--- src/pkg/cqi_params.svh ---
/*
 * Constants of the counter serial register port: slave address fields,
 * register pointer values and wrap points.
 * Assumes it is included by bare name from the port's design files.
 */
`ifndef CQI_PARAMS_SVH
`define CQI_PARAMS_SVH

`define CQI_DEV_ADDR_HI   4'hE
`define CQI_BCAST_HI      4'h0
`define CQI_PTR_RESET     4'h0
`define CQI_REG_PRESCALE  4'h3
`define CQI_REG_PRESET0   4'h4
`define CQI_REG_PRESET1   4'h5
`define CQI_REG_COUNT     4'h6
`define CQI_REG_LATCH     4'h7
`define CQI_REG_LAST_RD   4'h8
`define CQI_REG_LAST_WR   4'h5
`define CQI_AUTOINC_BIT   4
`define CQI_LAST_BIT      3'h7
`define CQI_SYNC_RST      1'b1

`endif

--- src/pkg/cqi_pkg.sv ---
/*
 * Types of the counter serial register port.
 * Assumes nothing beyond a SystemVerilog compiler.
 */
`default_nettype none

package cqi_pkg;

    typedef enum logic [3:0] {
        CQI_IDLE,
        CQI_ADDR,
        CQI_ADDR_ACK,
        CQI_REG,
        CQI_WDATA,
        CQI_WACK,
        CQI_RDATA,
        CQI_RACK,
        CQI_RNEXT
    } cqi_state_e;

endpackage

`default_nettype wire

--- src/rtl/cqi_i2c_port.sv ---
/*
 * Serial two-wire slave front end of a 32-bit quadrature counter: address
 * match, broadcast writes, register pointer with auto-increment, byte
 * writes to the counter core and byte reads from it.
 * Assumes the core answers rd_data for rd_addr/rd_byte within one clk and
 * takes wr_data on the wr_strobe pulse; SCL runs far slower than clk.
 */
// Function
// - lost high read bit: release, wait START
// - START anywhere restarts at address byte
// - STOP anywhere returns to idle
// - STOP after register byte clears pointer
// - address 0000xxx write hits every device
// - broadcast register byte 3 selects prescale
// - broadcast: acknowledge address, register, data
// - preset pointer advances after configured bytes
// - auto-increment wraps: read 8, write 5
// - multi-byte values go MSB first
// - NACK or STOP ends the transaction
`timescale 1ns/100ps
`default_nettype none
`include "cqi_params.svh"

module cqi_i2c_port
(
    input  wire logic       clk,
    input  wire logic       reset,
    input  wire logic       scl_i,
    input  wire logic       sda_i,
    output logic            sda_o,
    output logic            sda_oe_n,
    input  wire logic [2:0] addr_pin,
    input  wire logic [1:0] preset_bytes_m1,
    output logic      [3:0] rd_addr,
    output logic      [1:0] rd_byte,
    input  wire logic [7:0] rd_data,
    output logic            wr_strobe,
    output logic      [3:0] wr_addr,
    output logic      [1:0] wr_byte,
    output logic      [7:0] wr_data
);
    import cqi_pkg::*;

    cqi_state_e state_reg;
    logic [1:0] line_s;
    logic [2:0] pin_s;
    logic       scl_s;
    logic       sda_s;
    logic       scl_prev_reg;
    logic       sda_prev_reg;
    logic [2:0] bit_cnt_reg;
    logic [7:0] shift_reg;
    logic       ack_phase_reg;
    logic       is_read_reg;
    logic       autoinc_reg;
    logic       ptr_fresh_reg;
    logic [3:0] ptr_reg;
    logic [1:0] byte_idx_reg;
    logic       oe_n_reg;
    logic       sda_o_reg;
    logic       wr_strobe_reg;
    logic [3:0] wr_addr_reg;
    logic [1:0] wr_byte_reg;
    logic [7:0] wr_data_reg;
    logic       scl_rise;
    logic       scl_fall;
    logic       start_det;
    logic       stop_det;
    logic [7:0] rx_byte;
    logic       addr_hit;
    logic [3:0] ptr_next;

    // multi-byte registers carry the configured width, all others one byte
    function automatic logic [1:0] last_idx(input logic [3:0] a, input logic [1:0] w);
        last_idx = 2'h0;
        if (a == `CQI_REG_PRESET0 || a == `CQI_REG_PRESET1 ||
            a == `CQI_REG_COUNT || a == `CQI_REG_LATCH)
            last_idx = w;
    endfunction

    function automatic logic [3:0] next_ptr(input logic [3:0] a, input logic rd);
        next_ptr = a + 4'h1;
        if (rd)
        begin
            if (a >= `CQI_REG_LAST_RD)
                next_ptr = `CQI_PTR_RESET;
            else if (a + 4'h1 == `CQI_REG_PRESCALE)
                next_ptr = a + 4'h2;
        end
        else if (a >= `CQI_REG_LAST_WR)
            next_ptr = `CQI_PTR_RESET;
    endfunction

    cqi_sync #(.WIDTH(2), .RST_VAL(`CQI_SYNC_RST)) u_line_sync
    (
        .clk      (clk),
        .reset    (reset),
        .async_in ({scl_i, sda_i}),
        .sync_out (line_s)
    );

    // address straps are static, but still enter through two flops
    cqi_sync #(.WIDTH(3), .RST_VAL(1'b0)) u_pin_sync
    (
        .clk      (clk),
        .reset    (reset),
        .async_in (addr_pin),
        .sync_out (pin_s)
    );

    assign scl_s = line_s[1];
    assign sda_s = line_s[0];

    always_ff @(posedge clk)
    begin
        if (reset)
        begin
            scl_prev_reg <= `CQI_SYNC_RST;
            sda_prev_reg <= `CQI_SYNC_RST;
        end
        else
        begin
            scl_prev_reg <= scl_s;
            sda_prev_reg <= sda_s;
        end
    end

    assign scl_rise  = scl_s & ~scl_prev_reg;
    assign scl_fall  = ~scl_s & scl_prev_reg;
    assign start_det = scl_s & scl_prev_reg & sda_prev_reg & ~sda_s;
    assign stop_det  = scl_s & scl_prev_reg & ~sda_prev_reg & sda_s;
    assign rx_byte   = {shift_reg[6:0], sda_s};
    // a broadcast address with the read bit set matches nothing
    assign addr_hit  = (rx_byte[7:4] == `CQI_DEV_ADDR_HI && rx_byte[3:1] == pin_s) ||
                       (rx_byte[7:4] == `CQI_BCAST_HI && !rx_byte[0]);
    assign ptr_next  = next_ptr(ptr_reg, is_read_reg);

    always_ff @(posedge clk)
    begin
        if (reset)
        begin
            state_reg     <= CQI_IDLE;
            bit_cnt_reg   <= 3'h0;
            shift_reg     <= 8'h00;
            ack_phase_reg <= 1'b0;
            is_read_reg   <= 1'b0;
            autoinc_reg   <= 1'b0;
            ptr_fresh_reg <= 1'b0;
            ptr_reg       <= `CQI_PTR_RESET;
            byte_idx_reg  <= 2'h0;
            oe_n_reg      <= 1'b1;
            wr_strobe_reg <= 1'b0;
            wr_addr_reg   <= 4'h0;
            wr_byte_reg   <= 2'h0;
            wr_data_reg   <= 8'h00;
        end
        else
        begin
            wr_strobe_reg <= 1'b0;
            if (start_det)
            begin
                state_reg     <= CQI_ADDR;
                bit_cnt_reg   <= 3'h0;
                oe_n_reg      <= 1'b1;
                ack_phase_reg <= 1'b0;
                ptr_fresh_reg <= 1'b0;
            end
            else if (stop_det)
            begin
                state_reg     <= CQI_IDLE;
                oe_n_reg      <= 1'b1;
                ack_phase_reg <= 1'b0;
                ptr_fresh_reg <= 1'b0;
                if (ptr_fresh_reg)
                begin
                    ptr_reg      <= `CQI_PTR_RESET;
                    byte_idx_reg <= 2'h0;
                end
            end
            else
            begin
                case (state_reg)
                    CQI_IDLE:
                    begin
                    end
                    CQI_ADDR:
                    begin
                        if (scl_rise)
                        begin
                            shift_reg   <= rx_byte;
                            bit_cnt_reg <= bit_cnt_reg + 3'h1;
                            if (bit_cnt_reg == `CQI_LAST_BIT)
                            begin
                                is_read_reg <= rx_byte[0];
                                state_reg   <= addr_hit ? CQI_ADDR_ACK : CQI_IDLE;
                            end
                        end
                    end
                    CQI_ADDR_ACK:
                    begin
                        if (scl_fall)
                        begin
                            if (!ack_phase_reg)
                            begin
                                oe_n_reg      <= 1'b0;
                                ack_phase_reg <= 1'b1;
                            end
                            else
                            begin
                                ack_phase_reg <= 1'b0;
                                bit_cnt_reg   <= 3'h0;
                                if (is_read_reg)
                                begin
                                    shift_reg <= rd_data;
                                    oe_n_reg  <= rd_data[7];
                                    state_reg <= CQI_RDATA;
                                end
                                else
                                begin
                                    oe_n_reg  <= 1'b1;
                                    state_reg <= CQI_REG;
                                end
                            end
                        end
                    end
                    CQI_REG:
                    begin
                        if (scl_rise)
                        begin
                            shift_reg   <= rx_byte;
                            bit_cnt_reg <= bit_cnt_reg + 3'h1;
                            if (bit_cnt_reg == `CQI_LAST_BIT)
                            begin
                                ptr_reg       <= rx_byte[3:0];
                                autoinc_reg   <= rx_byte[`CQI_AUTOINC_BIT];
                                byte_idx_reg  <= last_idx(rx_byte[3:0], preset_bytes_m1);
                                ptr_fresh_reg <= 1'b1;
                                state_reg     <= CQI_WACK;
                            end
                        end
                    end
                    CQI_WDATA:
                    begin
                        if (scl_rise)
                        begin
                            shift_reg   <= rx_byte;
                            bit_cnt_reg <= bit_cnt_reg + 3'h1;
                            if (bit_cnt_reg == `CQI_LAST_BIT)
                            begin
                                wr_strobe_reg <= 1'b1;
                                wr_addr_reg   <= ptr_reg;
                                wr_byte_reg   <= byte_idx_reg;
                                wr_data_reg   <= rx_byte;
                                ptr_fresh_reg <= 1'b0;
                                state_reg     <= CQI_WACK;
                                if (byte_idx_reg != 2'h0)
                                    byte_idx_reg <= byte_idx_reg - 2'h1;
                                else if (autoinc_reg)
                                begin
                                    ptr_reg      <= ptr_next;
                                    byte_idx_reg <= last_idx(ptr_next, preset_bytes_m1);
                                end
                                else
                                    byte_idx_reg <= last_idx(ptr_reg, preset_bytes_m1);
                            end
                        end
                    end
                    CQI_WACK:
                    begin
                        if (scl_fall)
                        begin
                            if (!ack_phase_reg)
                            begin
                                oe_n_reg      <= 1'b0;
                                ack_phase_reg <= 1'b1;
                            end
                            else
                            begin
                                oe_n_reg      <= 1'b1;
                                ack_phase_reg <= 1'b0;
                                bit_cnt_reg   <= 3'h0;
                                state_reg     <= CQI_WDATA;
                            end
                        end
                    end
                    CQI_RDATA:
                    begin
                        if (scl_rise)
                        begin
                            if (oe_n_reg && !sda_s)
                                state_reg <= CQI_IDLE;
                            else
                            begin
                                bit_cnt_reg <= bit_cnt_reg + 3'h1;
                                if (bit_cnt_reg == `CQI_LAST_BIT)
                                    state_reg <= CQI_RACK;
                            end
                        end
                        else if (scl_fall)
                        begin
                            oe_n_reg  <= shift_reg[6];
                            shift_reg <= {shift_reg[6:0], 1'b0};
                        end
                    end
                    CQI_RACK:
                    begin
                        if (scl_fall)
                            oe_n_reg <= 1'b1;
                        else if (scl_rise)
                        begin
                            if (sda_s)
                                state_reg <= CQI_IDLE;
                            else
                            begin
                                state_reg <= CQI_RNEXT;
                                if (byte_idx_reg != 2'h0)
                                    byte_idx_reg <= byte_idx_reg - 2'h1;
                                else if (autoinc_reg)
                                begin
                                    ptr_reg      <= ptr_next;
                                    byte_idx_reg <= last_idx(ptr_next, preset_bytes_m1);
                                end
                                else
                                    byte_idx_reg <= last_idx(ptr_reg, preset_bytes_m1);
                            end
                        end
                    end
                    CQI_RNEXT:
                    begin
                        if (scl_fall)
                        begin
                            shift_reg   <= rd_data;
                            oe_n_reg    <= rd_data[7];
                            bit_cnt_reg <= 3'h0;
                            state_reg   <= CQI_RDATA;
                        end
                    end
                    default:
                        state_reg <= CQI_IDLE;
                endcase
            end
        end
    end

    // open drain: the data level is always low, only the enable moves
    always_ff @(posedge clk)
    begin
        if (reset)
            sda_o_reg <= 1'b0;
        else
            sda_o_reg <= 1'b0;
    end

    assign sda_o     = sda_o_reg;
    assign sda_oe_n  = oe_n_reg;
    assign rd_addr   = ptr_reg;
    assign rd_byte   = byte_idx_reg;
    assign wr_strobe = wr_strobe_reg;
    assign wr_addr   = wr_addr_reg;
    assign wr_byte   = wr_byte_reg;
    assign wr_data   = wr_data_reg;

endmodule

`default_nettype wire

--- src/rtl/cqi_sync.sv ---
/*
 * Two flip-flop synchroniser for a group of asynchronous input levels.
 * Assumes the inputs are levels from outside the clk domain.
 */
`timescale 1ns/100ps
`default_nettype none

module cqi_sync
#(
    parameter int         WIDTH   = 1,
    parameter logic       RST_VAL = 1'b0
)
(
    input  wire logic             clk,
    input  wire logic             reset,
    input  wire logic [WIDTH-1:0] async_in,
    output logic      [WIDTH-1:0] sync_out
);

    logic [WIDTH-1:0] meta_reg;
    logic [WIDTH-1:0] sync_reg;

    always_ff @(posedge clk)
    begin
        if (reset)
        begin
            meta_reg <= {WIDTH{RST_VAL}};
            sync_reg <= {WIDTH{RST_VAL}};
        end
        else
        begin
            meta_reg <= async_in;
            sync_reg <= meta_reg;
        end
    end

    assign sync_out = sync_reg;

endmodule

`default_nettype wire

--- config.mk ---
export PLATFORM = sky130hd
export DESIGN_NAME = cqi_i2c_port
export DESIGN_NICKNAME = d
export VERILOG_FILES = /design/src/pkg/cqi_pkg.sv /design/src/rtl/cqi_i2c_port.sv /design/src/rtl/cqi_sync.sv
export VERILOG_INCLUDE_DIRS = /design/src /design/src/pkg
export SDC_FILE = /design/constraint.sdc
export NUM_CORES = 1
export LEC_CHECK = 0
export ABC_CLOCK_PERIOD_IN_PS = 1800
export BUFFER_PORTS_ARGS = -buffer_cell sky130_fd_sc_hd__clkbuf_2
export CAP_MARGIN = 20
export CORE_MARGIN = 2
export CORE_UTILIZATION = 46
export CTS_CLUSTER_SIZE = 28
export DETAILED_ROUTE_END_ITERATION = 10
export GPL_TIMING_DRIVEN = 0
export PLACE_DENSITY = 0.68
export SETUP_SLACK_MARGIN = 0.05
export SYNTH_ARGS = -nofsm -noshare
export SYNTH_HDL_FRONTEND = slang
export SYNTH_HIERARCHICAL = 1
export SYNTH_SLANG_ARGS = --single-unit
--- constraint.sdc ---
create_clock -name clk -period 1.8 [get_ports clk]
set_clock_uncertainty 0.05 [all_clocks]
set_input_delay 0.36 -clock clk [delete_from_list [all_inputs] [get_ports clk]]
set_output_delay 0.36 -clock clk [all_outputs]
set_load 0.05 [all_outputs]
# After elaboration in Yosys (flattened, before gate mapping)
# Cells that the tools add are included.
[totals] regBits=52 latch_bits=0 ramBits=0 rom_bits=0 inputBits=17 out_inout_bits=23 n_memories=0
[op_classes] add_sub_neg=4 multipliers=0 n_div=0 n_lt_le_gt_ge=2 n_eq_ne=71 shifts=0 n_mux=83 bitwise_logic=16 n_reduce_logical=39
[ops] cell="two-way mux 4 bit" count=30
[ops] cell="== test 4 x 3 -> 1 bit (second input constant)" count=16
[ops] cell="two-way mux 7 bit" count=7
[ops] cell="inequality test 2 bit (second input constant)" count=20
[ops] cell="inequality test 4 bit (second input constant)" count=10
[ops] cell="case mux 4 bit (8 select lines)" count=1
[ops] cell="two-way mux 2 bit" count=15
[ops] cell="case mux 7 bit (4 select lines)" count=1
[ops] cell="AND reduction 14 bit" count=2
[ops] cell="inequality test 3 bit (second input constant)" count=9
[ops] cell="two-way mux 3 bit" count=7
[ops] cell="AND reduction 10 bit" count=2
[ops] cell="AND reduction 5 bit" count=4
[ops] cell="two-way mux 1 bit" count=17
[ops] cell="== test 4 x 2 -> 1 bit (second input constant)" count=3
[ops] cell="case mux 3 bit (4 select lines)" count=1
[ops] cell="case mux 4 bit (3 select lines)" count=1
[ops] cell="nonzero test 4 bit" count=3
[ops] cell="logical OR 1 bit" count=10
[ops] cell="inequality test 2 x 1 -> 1 bit (second input constant)" count=5
[ops] cell="inverter 1 bit" count=9
[ops] cell="== test 4 bit (second input constant)" count=2
[ops] cell="zero test 4 bit" count=2
[ops] cell="inequality test 4 x 1 -> 1 bit (second input constant)" count=2
[ops] cell="other kinds (24)" count=36

# Longest topological paths before layout
# Gate-level depths: netlist of run 1.
[logic_depth] depth_word=17 ltp_mapped=9 ltp_nobuf=7

# Cells and area by module
# The synthesis of run 1 kept the hierarchy.
[modules_own_cells] module="cqi_i2c_port" n_inst=1 cells_each=354 area_each_um2=2971.6
[modules_own_cells] module="cqi_sync at u_pin_sync" n_inst=1 cells_each=12 area_each_um2=157.7
[modules_own_cells] module="cqi_sync at u_line_sync" n_inst=1 cells_each=8 area_each_um2=105.1

# Worst setup path before layout of run 1
# No wires, ideal clock.
[synth_timing] path_type="flip-flop to flip-flop" from="reg ptr_reg[0] (netlist: rd_addr[0])" to="reg byte_idx_reg[0] (netlist: rd_byte[0])" arrival_ps=2291 setup_slack_ps=-670 path_stages_with_launch=8 path_buffers=0 period_less_slack_ps=2470 path_cell_list="dfxtp_1 -> inv_1 -> ha_1 -> or4_1 -> a41oi_1 -> a2bb2oi_1 -> o31a_1 -> o32ai_1"
[synth_between] elab_chain_len=17
[synth_rtl] element="start, declared" line="cqi_i2c_port.sv:57" text="logic [3:0] ptr_reg;"
[synth_rtl] element="start signal, assigned" line="cqi_i2c_port.sv:149" text="ptr_reg <= `CQI_PTR_RESET;"
[synth_rtl] element="start signal, assigned" line="cqi_i2c_port.sv:176" text="ptr_reg <= `CQI_PTR_RESET;"
[synth_rtl] element="start signal, assigned" line="cqi_i2c_port.sv:234" text="ptr_reg <= rx_byte[3:0];"
[synth_rtl] element="adder 4 x 1 -> 4 bit" line="cqi_i2c_port.sv:82, cqi_i2c_port.sv:87"
[synth_rtl] element="== test 4 x 2 -> 1 bit (no source line)"
[synth_rtl] element="two-way mux 4 bit" line="cqi_i2c_port.sv:87" text="else if (a + 4'h1 == `CQI_REG_PRESCALE)"
[synth_rtl] element="two-way mux 4 bit" line="cqi_i2c_port.sv:85" text="if (a >= `CQI_REG_LAST_RD)"
[synth_rtl] element="two-way mux 4 bit" line="cqi_i2c_port.sv:83" text="if (rd)"
[synth_rtl] element="== test 4 x 3 -> 1 bit (no source line)"
[synth_rtl] element="logical OR 1 bit (no source line) (3 in a row)"
[synth_rtl] element="two-way mux 2 bit" line="cqi_i2c_port.sv:76" text="if (a == `CQI_REG_PRESET0 || a == `CQI_REG_PRESET1 ||"
[synth_rtl] element="two-way mux 2 bit *" line="cqi_i2c_port.sv:258" text="else if (autoinc_reg)"
[synth_rtl] element="two-way mux 2 bit *" line="cqi_i2c_port.sv:316" text="if (byte_idx_reg != 2'h0)"
[synth_rtl] element="two-way mux 2 bit" line="cqi_i2c_port.sv:311" text="if (sda_s)"
[synth_rtl] element="two-way mux 2 bit" line="cqi_i2c_port.sv:309" text="else if (scl_rise)"
[synth_rtl] element="two-way mux 2 bit" line="cqi_i2c_port.sv:307" text="if (scl_fall)"
[synth_rtl] element="case mux 2 bit (3 select lines) *" line="cqi_i2c_port.sv:182" text="case (state_reg)"
[synth_rtl] element="two-way mux 2 bit *" line="cqi_i2c_port.sv:168" text="else if (stop_det)"
[synth_rtl] element="end signal, assigned" line="cqi_i2c_port.sv:317" text="byte_idx_reg <= byte_idx_reg - 2'h1;"
[synth_rtl] element="end signal, assigned" line="cqi_i2c_port.sv:321" text="byte_idx_reg <= last_idx(ptr_next, preset_bytes_m1);"
[synth_rtl] element="end signal, assigned" line="cqi_i2c_port.sv:324" text="byte_idx_reg <= last_idx(ptr_reg, preset_bytes_m1);"
[synth_rtl] element="end, declared" line="cqi_i2c_port.sv:58" text="logic [1:0] byte_idx_reg;"
# Every way passes the cells marked *; elsewhere a longest branch is shown, timed or not. The select of a mux whose other input is x is not followed.
# A chain may end at the register's enable or synchronous reset.

# Worst setup path in the final report of run 1
[layout_timing] from="reg state_reg[2]" to="reg shift_reg[2]"
[layout_between] elab_chain_len=4
[layout_rtl] element="start, declared" line="cqi_i2c_port.sv:44" text="cqi_state_e state_reg;"
[layout_rtl] element="start signal, assigned" line="cqi_i2c_port.sv:195" text="state_reg <= addr_hit ? CQI_ADDR_ACK : CQI_IDLE;"
[layout_rtl] element="== test 4 x 3 -> 1 bit (tied with other cells)" line="cqi_i2c_port.sv:182"
[layout_rtl] element="OR reduction 3 bit (no source line)"
[layout_rtl] element="nonzero test 4 bit (no source line) or inequality test 2 x 1 -> 1 bit (tied branches)"
[layout_rtl] element="AND reduction 10 bit (no source line)"
[layout_rtl] element="end signal, assigned" line="cqi_i2c_port.sv:190" text="shift_reg <= rx_byte;"
[layout_rtl] element="end signal, assigned" line="cqi_i2c_port.sv:214" text="shift_reg <= rd_data;"
[layout_rtl] element="end signal, assigned" line="cqi_i2c_port.sv:230" text="shift_reg <= rx_byte;"
[layout_rtl] element="end, declared" line="cqi_i2c_port.sv:52" text="logic [7:0] shift_reg;"
# Parallel ways exist; a longest one is shown, timed or not.

==> impl_metrics.ini, run 1 <==
[run_status]
outcome = finished, violations left
failed_checks = setup timing

[timing]
worst_slack_ns = -0.113
maxSlewHeadroom_pct = 66.6
fin_worst_hold_slack_ns = 0.170
setup_repair_after_global_routing_missed_its_margin = true
final_min_period_over_clock_period_pct = 106
timing_max_transition_violations_final = 0
timing.final.crit_period_ns = 1.91
timing_hold_violations_final = 0
setup-violations-final = 20
maxClockFrequency_ghz = 0.523
timing_worst_slew_pin_value_ns = 0.501

[power_and_ir_drop]
worst_ir_drop_vdd_mv = 0.529
p_per_area_mw_per_mm2 = 473
static-leakage-power_nw = 1.87

[die]
rows = 30
fp.coreArea_mm2 = 0.00679
die-height_um = 87.9
fp.dieArea_mm2 = 0.00772
i_o_pin_count = 40
initial_utilization_pct = 47.6
die_x_um = 87.9

[placement]
place.gp.congestion = 0.944
numPortBuffers = 38
post-place-cells = 508
detailedPlace.worstSlack_ns = -0.238
place.detailed.hpwl_um = 6220

[routing]
vias = 3321
drt_wl_total_um = 10200
drc = 0
avgViaCountPerCell = 5.92
first_iter_violations = 332
routedWlPerCell_um = 18.2
dr.pass1.iters = 6
detail-route-antenna-nets = 0

[synth]
synth_seq_area_share_pct = 32.2
ys_ff_latch = 52
netlist_area_mm2 = 0.00323
ys_async_sr_fraction_pct = 0
synth_cell_type_count = 76
synth-edff-count = 0
syn_inst = 374
synth_flop_cell = dfxtp_1
yosys_warnings = 6
syn-num-nets = 399
synthesis.area_per_instance_um2 = 8.65

[layout]
n_fill_cell = 543
largest_register_ffs = 8
areaGrowthSynthToFinish_pct = 39.2
antenna_cell_count = 0
fin_nets = 489
finish.cell_count_without_fillers = 561
finalCoreUtilization_pct = 66.3
layout-drive-gt1-share_pct = 42.4

[global_routing]
vias_in_the_first_global_route = 3050
globalRouteMet1Util_pct = 35.2
grt_pass1_wl_um = 15400
gr-max-usage-layer = met2
remaining_global_route_overflow = 0
antenna_found_initial = 0
track_usage_pct = 25.8
grt_use_met2_pct = 41.7
global_route.usage.met3_pct = 4.71
grt_max_degree = 19

[clock_tree]
tritoncts_num_sinks = 52
clock_tree.htree_level_count = 2
cts_buf_count = 5
clk-insertion-delay-late_ns = 0.32
clkSlewWorstSetupHoldPaths_ns = 0.11
clk_path_buf_depth = 2
cts_tree = yes
cts_root_buf = clkbuf_8

[critical_path]
critical_path_peak_fanout = 9
kind_of_start_point_of_the_critical_path = register
critPathCaptureType = register
timing.setup.critical_path_class = reg2reg
timing.critical_path.arrival_ns = 2.08
required_ns = 1.96

[worst_hold_path]
min_path_type = in2reg

[run]
max_cap_violations = 0
[repair_timing]
| action | in CTS | in global routing |
|---|---|---|
| pin swaps | 16 | 28 |
| gates resized for setup | 59 | 45 |
| hold buffers | 0 | 0 |
| gates cloned | 1 | 2 |
| buffers inserted | 31 | 12 |
| hold endpoints to repair | 0 | 0 |
| setup endpoints to repair | 36 | 35 |
[layout by cell type (no fill, tap or decap), drive strengths merged, types with 3 or more instances in the layout]
cell	instances
nand4	7
o2bb2ai	6
a31oi	5
nor2b	21
a22oi	3
clkbuf	54
o211ai	7
or3	4
and2b	3
nand2	23
o31a	4
xor2	6
a211oi	6
nand3	10
ha	8
buf	57
nor2	45
inv	10
o21ai	8
dfxtp	52
or2	9
nand2b	12
mux2	8
a21oi	21
mux2i	23
nor4	3
and3	5
nor3b	4
[layer usage]
layer / vias up / routed length [µm]
li1: 1528 / -
met1: 1563 / 4310
met2: 175 / 4730
met3: 55 / 755
met4: 0 / 428
met5: - / 0
[cell type report]
type / instances / area [µm²] / share of cell area [%]
Buffer: 23 / 218 / 4.83
Clock buffer: 5 / 68.8 / 1.53
Clock inverter: 3 / 25.0 / 0.556
Inverter: 8 / 37.5 / 0.834
Multi-Input combinational cell: 291 / 2330 / 51.8
Sequential cell: 52 / 1070 / 23.8
Tap cell: 96 / 120 / 2.67
Timing Repair Buffer: 83 / 627 / 13.9
[path summary, 6_finish.rpt]
path	startpoint	to	slack [ns]	cells past startpoint
max	state_reg[2]	shift_reg[2]	-0.11	7
min	scl_i	u_line_sync/meta_reg[1]	0.17	2
max reg2reg	state_reg[2]	shift_reg[2]	-0.11	7
min reg2reg	u_line_sync/meta_reg[1]	u_line_sync/sync_out[1]	0.36	1
[worst max-delay path: stages, from the launching register on]
cell	delay (ns)
dfxtp_2	0.34
buf_6	0.14
buf_8	0.14
inv_2	0.14
nand3_1	0.15
a221o_1	0.39
buf_6	0.16
mux2_4	0.29
[Yosys cell counts (5+ instances only)]
library cell | n | share of area (%)
and3_1 | 5 | 0.97
nand2_1 | 23 | 2.7
a21oi_1 | 21 | 3.2
nand4_1 | 7 | 1.4
o211ai_1 | 7 | 1.6
buf_2 | 8 | 1.2
nand2b_1 | 12 | 2.3
ha_1 | 8 | 3.1
dfxtp_1 | 52 | 32
nand3_1 | 10 | 1.5
clkbuf_1 | 8 | 0.93
inv_1 | 7 | 0.81
nor2_1 | 44 | 5.1
o2bb2ai_1 | 6 | 1.6
a31oi_1 | 5 | 0.97
or2_1 | 5 | 0.97
mux2i_1 | 23 | 7.1
nor2b_1 | 21 | 4.1
buf_4 | 5 | 1.2
xor2_1 | 6 | 1.6
mux2_4 | 7 | 3.2
[where the power goes]
group          leakage (nW)  switching, mW  internal, mW
logic                  1.39          0.127         0.104
registers             0.428         0.0151          1.16
clock network        0.0466          0.441         0.285
total                  1.87          0.583          1.55
[logic make-up after synthesis]
| family | share of synthesized area, % |
|---|---|
| mux | 10.7 |
| xor+xnor | 2.40 |
| flops | 32.2 |
| buf+inv | 4.95 |
| other cells | 0.116 |
| fa+ha+maj | 3.09 |
| compound gates | 19.6 |
| simple gates | 26.9 |
[metrics by stage]
stage | power, mW | TNS (ns) | cell area, µm²
after floorplan | 1.32 | -0.116 | 3290
after global placement | 1.37 | -4.19 | 3600
after detailed placement | 1.37 | -4.47 | 3600
after CTS | 2.11 | -0.0977 | 4200
after global routing | 2.22 | -2.37 | 4500
final | 2.13 | -1.28 | 4500
Power figures use the tool's default switching activity.
==> inputs of run 2 (changes only) <==
- ABC_AREA: not set -> 1
- PLACE_DENSITY: 0.68 -> 0.69
==> run 2 against run 1 <==
Net effect:
- the run still ends with setup timing left
- sequential share of layout area is 3.8 points higher
- utilization rose by 0.46 points
- critical path type unchanged
- critical path depth up 1
- largest power group unchanged
- sequential cell count unchanged
==> impl_metrics.ini, run 2 <==
[power_and_ir_drop]
worst_ir_drop_vdd_mv = 0.634
static-leakage-power_nw = 1.70
fraction_of_power_spent_switching_nets_pct = 32.0
p_per_area_mw_per_mm2 = 622
power_frac_clock_pct = 29.9
cellInternalPower_mw = 1.64
combinationalPowerShare_pct = 18.1
power_switching_mw = 0.773
share_seq_of_total_power_pct = 51.9

[clock_tree]
ctsHoldBuffers = 0
clk-insertion-delay-late_ns = 0.31
clk_path_buf_depth = 2
clkSlewWorstSetupHoldPaths_ns = 0.11
clock_tree.htree_level_count = 2
tritoncts_num_sinks = 52
cts_buf_count = 5
cts_tree = yes
cts_root_buf = clkbuf_8

[layout]
areaGrowthSynthToFinish_pct = 42.8
layout.cells.most_common = nand2_1
antenna_cell_count = 0
multi_input_comb_area_mm2 = 0.00179
largest_register_ffs = 8
layout-drive-gt1-share_pct = 40.1
finalCoreUtilization_pct = 66.7
layout.cells.most_common_list = nand2_1, inv_1, dfxtp_1, buf_4, clkbuf_2
area_of_all_sequential_standard_cells_mm2 = 0.00107
fin_nets = 515
n_fill_cell = 517

[die]
fp.dieArea_mm2 = 0.00654
fp.coreArea_mm2 = 0.00582
i_o_pin_count = 40
initial_utilization_pct = 46.8
die-height_um = 80.9
rows = 28
die_x_um = 80.9

[critical_path]
critical_path.top_delay_family = simple AND/OR/NAND/NOR gates
kind_of_start_point_of_the_critical_path = register
critical_path_peak_fanout = 4
critPathCaptureType = register
timing.critical_path.slowest_stage_cell = nor4_2
timing.critical_path.arrival_ns = 2.22
timing.reg2reg.setup_slack_ns = -0.24
timing.setup.critical_path_class = reg2reg
rr_startpoint = state_reg[3]
required_ns = 1.99
worst_r2r_path_depth = 8
worstPathBufferInverterCount = 1
cp_slowest_stage_delay_ns = 0.48
timing.critical_path.cells = inv_6 -> nand4_1 -> nor2_1 -> nor4_2 -> nand2_2 -> nor3_4 -> nand2_1 -> a21oi_1
r2r_end = rd_addr[1]

[global_routing]
grt_max_degree = 19
track_usage_pct = 23.6
grt_pass1_wl_um = 12100
antenna_found_initial = 0
vias_in_the_first_global_route = 2525
remaining_global_route_overflow = 0

[synth]
synth_cell_type_count = 34
synth-edff-count = 0
netlist.top_cell.by_area = dfxtp_1
ys_ff_latch = 52
synth_seq_area_share_pct = 38.3
ys_async_sr_fraction_pct = 0
netlist_area_mm2 = 0.00272
synth.top_cells.by_area = dfxtp_1, nand2_1, inv_1
yosys.cell_count.top_type = nand2_1
synthesis.area_per_instance_um2 = 6.76
synth_top_cells_by_count = nand2_1, inv_1, dfxtp_1, nor2_1, o21ai_0
syn-num-nets = 427
synth_flop_cell = dfxtp_1
synth.top_cell.area_share_pct = 38.3
yosys_warnings = 6
syn_inst = 402

[routing]
vias = 3105
routedWlPerCell_um = 14.9
drc = 0
dr.pass1.iters = 5
first_iter_violations = 228
detail-route-antenna-nets = 0
avgViaCountPerCell = 5.49
drt_wl_total_um = 8440

[placement]
detailedPlace.worstSlack_ns = -0.255
place.detailed.hpwl_um = 5170
numPortBuffers = 38
place.gp.congestion = 0.865

[timing]
setup_repair_after_global_routing_missed_its_margin = true
maxClockFrequency_ghz = 0.491
timing.final.crit_period_ns = 2.04
timing_hold_violations_final = 0
worst_slack_ns = -0.237
timing_worst_slew_pin_value_ns = 0.645
setup-violations-final = 15
final_min_period_over_clock_period_pct = 113
fin_worst_hold_slack_ns = 0.162
timing_max_transition_violations_final = 0
maxSlewHeadroom_pct = 57.0

[run]
max_cap_violations = 0

[worst_hold_path]
worstHoldStart = sda_i
min_path_type = in2reg
min_path_cells = 3
worstHoldEndpoint = u_line_sync/meta_reg[0]

[run_status]
failed_checks = setup timing
outcome = finished, violations left
-- run 2: worst register-to-register path, cell delays in order, from the launching register on --
cell and delay, ns:
dfxtp_4 0.41, inv_6 0.05, nand4_1 0.17, nor2_1 0.13, nor4_2 0.48, nand2_2 0.20
nor3_4 0.26, nand2_1 0.08, a21oi_1 0.13
-- run 2: power groups by stage --
stage	Combinational, mW	Sequential, mW	Clock (mW)
floorplan	0.229	1.26	0
global placement	0.312	1.27	0
detailed placement	0.315	1.27	0
CTS	0.349	1.24	0.727
global route	0.482	1.26	0.766
finish	0.438	1.25	0.722
-- run 2: timing repair --
item | 4_1_cts | 5_1_grt
gates cloned | 0 | 2
buffers inserted | 20 | 21
setup endpoints to repair | 36 | 36
pin swaps | 14 | 30
resized for setup | 52 | 97
hold endpoints to repair | 0 | 0
-- run 2: how the worst max path moves through the flow --
stage                       startpoint           end  slack (ns)  cells past startpoint
5_1_grt        u_line_sync/sync_out[1]    rd_addr[1]       -0.34                      9
4_1_cts        u_line_sync/sync_out[1]  shift_reg[4]       -0.03                     10
3_3_place_gp              state_reg[3]  state_reg[2]       -0.26                     10
6_report                  state_reg[3]    rd_addr[1]       -0.24                      8
2_1_floorplan               rd_addr[1]    rd_byte[0]        0.06                     15
3_5_place_dp              state_reg[3]  state_reg[2]       -0.25                     10
-- run 2: cell families after synthesis --
logic type,synth area share [%]
AND/OR/NAND/NOR,28.6
AO/OA/AOI/OAI,19.5
buffers and inverters,9.43
flip-flops,38.3
adder cells (fa/ha/maj),3.68
XOR/XNOR,0.322
other,0.138
-- run 2: cell type report --
type | count | share of cell area (%)
multi-input combinational | 284 | 46.1
clock inverter | 3 | 0.645
tap | 75 | 2.42
inverter | 59 | 6.22
timing repair buffer | 81 | 13.8
buffer | 7 | 1.35
sequential | 52 | 27.7
clock buffer | 5 | 1.77
-- run 2: per-layer routing --
| metal | GRT usage [%] | vias to the layer above | part of all wire, % |
|---|---|---|---|
| met3 | 3.44 | 32 | 5.8 |
| li1 | - | 1501 | - |
| met1 | 32.2 | 1437 | 44 |
| met5 | 0 | - | 0 |
| met4 | 6.61 | 0 | 2.8 |
| met2 | 38.8 | 135 | 48 |
-- run 2: per-stage QoR --
step | cells | area (µm²) | power [mW] | TNS [ns]
finish | 566 | 3880 | 2.41 | -1.78
detailed placement | 515 | 3020 | 1.58 | -5.66
CTS | 543 | 3420 | 2.32 | -0.110
floorplan | 402 | 2740 | 1.49 | 0
global placement | 515 | 3020 | 1.58 | -6.07
global route | 566 | 3880 | 2.51 | -3.60
==> inputs of run 3 (changes only) <==
- SKIP_LAST_GASP: not set -> 1
==> run 3 against run 2 <==
Net effect:
- the flow still finishes with violations (setup timing)
- non-clock buffer count did not move
- die area did not move
- power barely moved
- critical path type unchanged
- largest cell class unchanged
==> impl_metrics.ini, run 3 (synthesis gave the netlist of run 2 again) <==
[critical_path]
timing.setup.critical_path_class = reg2reg
rr_startpoint = state_reg[3]
timing.critical_path.cells = inv_6 -> nand4_1 -> nor2_1 -> nor4_2 -> nand2_2 -> nor3_4 -> nand2_1 -> a21oi_1
worst_r2r_path_depth = 8
worstPathBufferInverterCount = 1
required_ns = 1.99
critPathCaptureType = register
setup.worst_path.start = state_reg[3]
r2r_end = rd_addr[1]
critical_path.top_delay_family = simple AND/OR/NAND/NOR gates
timing.reg2reg.setup_slack_ns = -0.24
cp.depth = 8
cp_slowest_stage_delay_ns = 0.48
timing.critical_path.arrival_ns = 2.22
critical_path_peak_fanout = 4
critical_path.endpoint = rd_addr[1]
kind_of_start_point_of_the_critical_path = register
timing.critical_path.slowest_stage_cell = nor4_2

[power_and_ir_drop]
static-leakage-power_nw = 1.70
p_per_area_mw_per_mm2 = 624
worst_ir_drop_vdd_mv = 0.634

[layout]
fin_nets = 515
largest_register_ffs = 8
layout.cells.most_common = nand2_1
layout.cells.most_common_list = nand2_1, inv_1, dfxtp_1, buf_4, clkbuf_2
areaGrowthSynthToFinish_pct = 42.3
antenna_cell_count = 0
design_area_mm2 = 0.00387
finalCoreUtilization_pct = 66.5
layout-drive-gt1-share_pct = 39.7

[placement]
detailedPlace.worstSlack_ns = -0.255
numPortBuffers = 38
place.gp.congestion = 0.865
place.detailed.hpwl_um = 5170
dpl-instance-area_mm2 = 0.00302

[routing]
routed.top_layer = met4
detail-route-antenna-nets = 0
dr.pass1.iters = 5
first_iter_violations = 231
wl_met1_um = 3550
vias = 3126
routedWlPerCell_um = 14.8
routed-wl-met2_um = 4050
drc = 0
avgViaCountPerCell = 5.52
drt_wl_total_um = 8390
wl_met3_um = 569

[global_routing]
grt_max_degree = 19
grt_pass1_wl_um = 12100
antenna_found_initial = 0
track_usage_pct = 23.6
vias_in_the_first_global_route = 2525
remaining_global_route_overflow = 0

[die]
initial_utilization_pct = 46.8
fp.dieArea_mm2 = 0.00654
i_o_pin_count = 40
die-height_um = 80.9
die_x_um = 80.9
rows = 28
fp.coreArea_mm2 = 0.00582

[timing]
final_min_period_over_clock_period_pct = 113
timing_worst_slew_pin_value_ns = 0.603
setup_repair_after_global_routing_missed_its_margin = true
timing_max_transition_violations_final = 0
timing_hold_violations_final = 0
maxSlewHeadroom_pct = 59.8
setup-violations-final = 14
timing.final.crit_period_ns = 2.04
maxClockFrequency_ghz = 0.491
worst_slack_ns = -0.238

[clock_tree]
tritoncts_num_sinks = 52
cts_tree = yes
clkSlewWorstSetupHoldPaths_ns = 0.11
cts_root_buf = clkbuf_8
clk_path_buf_depth = 2
cts_buf_count = 5
clk-insertion-delay-late_ns = 0.31
clock_tree.htree_level_count = 2

[run_status]
failed_checks = setup timing
outcome = finished, violations left

[run]
max_cap_violations = 0

[worst_hold_path]
min_path_type = in2reg
-- run 3: cell counts in the layout (fill, tap and decap cells not counted) --
No cell type changed its count.
-- run 3: worst reg2reg max path, delay by kind of cell (launching register included) --
kind	cells	cell delay, ns
AND/OR/NAND/NOR	6	1.31
flip-flops	1	0.41
AO/OA/AOI/OAI	1	0.13
buffers and inverters	1	0.05
-- run 3: report_power, final --
part	total (mW)	switching, mW	internal, mW
clock	0.725	0.439	0.285
combinational	0.438	0.274	0.164
sequential	1.25	0.0621	1.19
total	2.42	0.776	1.64
-- run 3: worst min path at each step --
stage | from | end | slack [ns] | cells after the start
finish | sda_i | u_line_sync/meta_reg[0] | 0.16 | 3
global route | scl_i | u_line_sync/meta_reg[1] | 0.18 | 3
CTS | sda_i | u_line_sync/meta_reg[0] | 0.16 | 3
detailed placement | u_pin_sync/meta_reg[2] | u_pin_sync/sync_out[2] | 0.35 | 2
global placement | u_pin_sync/meta_reg[0] | u_pin_sync/sync_out[0] | 0.34 | 2
floorplan | u_line_sync/meta_reg[0] | u_line_sync/sync_out[0] | 0.34 | 2
-- run 3: cell type report --
class,instances,area [µm²]
fillers,518,1950
well taps,75,93.8
inverters,59,241
flip-flops and latches,52,1070
repair buffers,81,536
clock inverters,3,25.0
clock buffers,5,68.8
plain buffers,7,48.8
multi-input cells,284,1780
-- run 3: layer usage --
layer	vias up	track usage [%]
met2	151	38.8
li1	1500	-
met1	1447	32.2
met5	-	0
met4	0	6.61
met3	28	3.44
-- run 3: what timing repair did --
item                       in CTS  in global routing
gates cloned                    0                  2
resized for setup              52                 93
setup endpoints to repair      36                 36
pin swaps                      14                 30
buffers inserted               20                 21
hold buffers                    0                  0
-- run 3: metrics by stage --
stage	hold slack (ns)	TNS, ns	power, mW	instances
final	0.164	-1.66	2.42	566
after detailed placement	0.345	-5.66	1.58	515
after CTS	0.165	-0.110	2.32	543
after global placement	0.341	-6.07	1.58	515
after floorplan	0.337	0	1.49	402
after global routing	0.179	-4.00	2.51	566
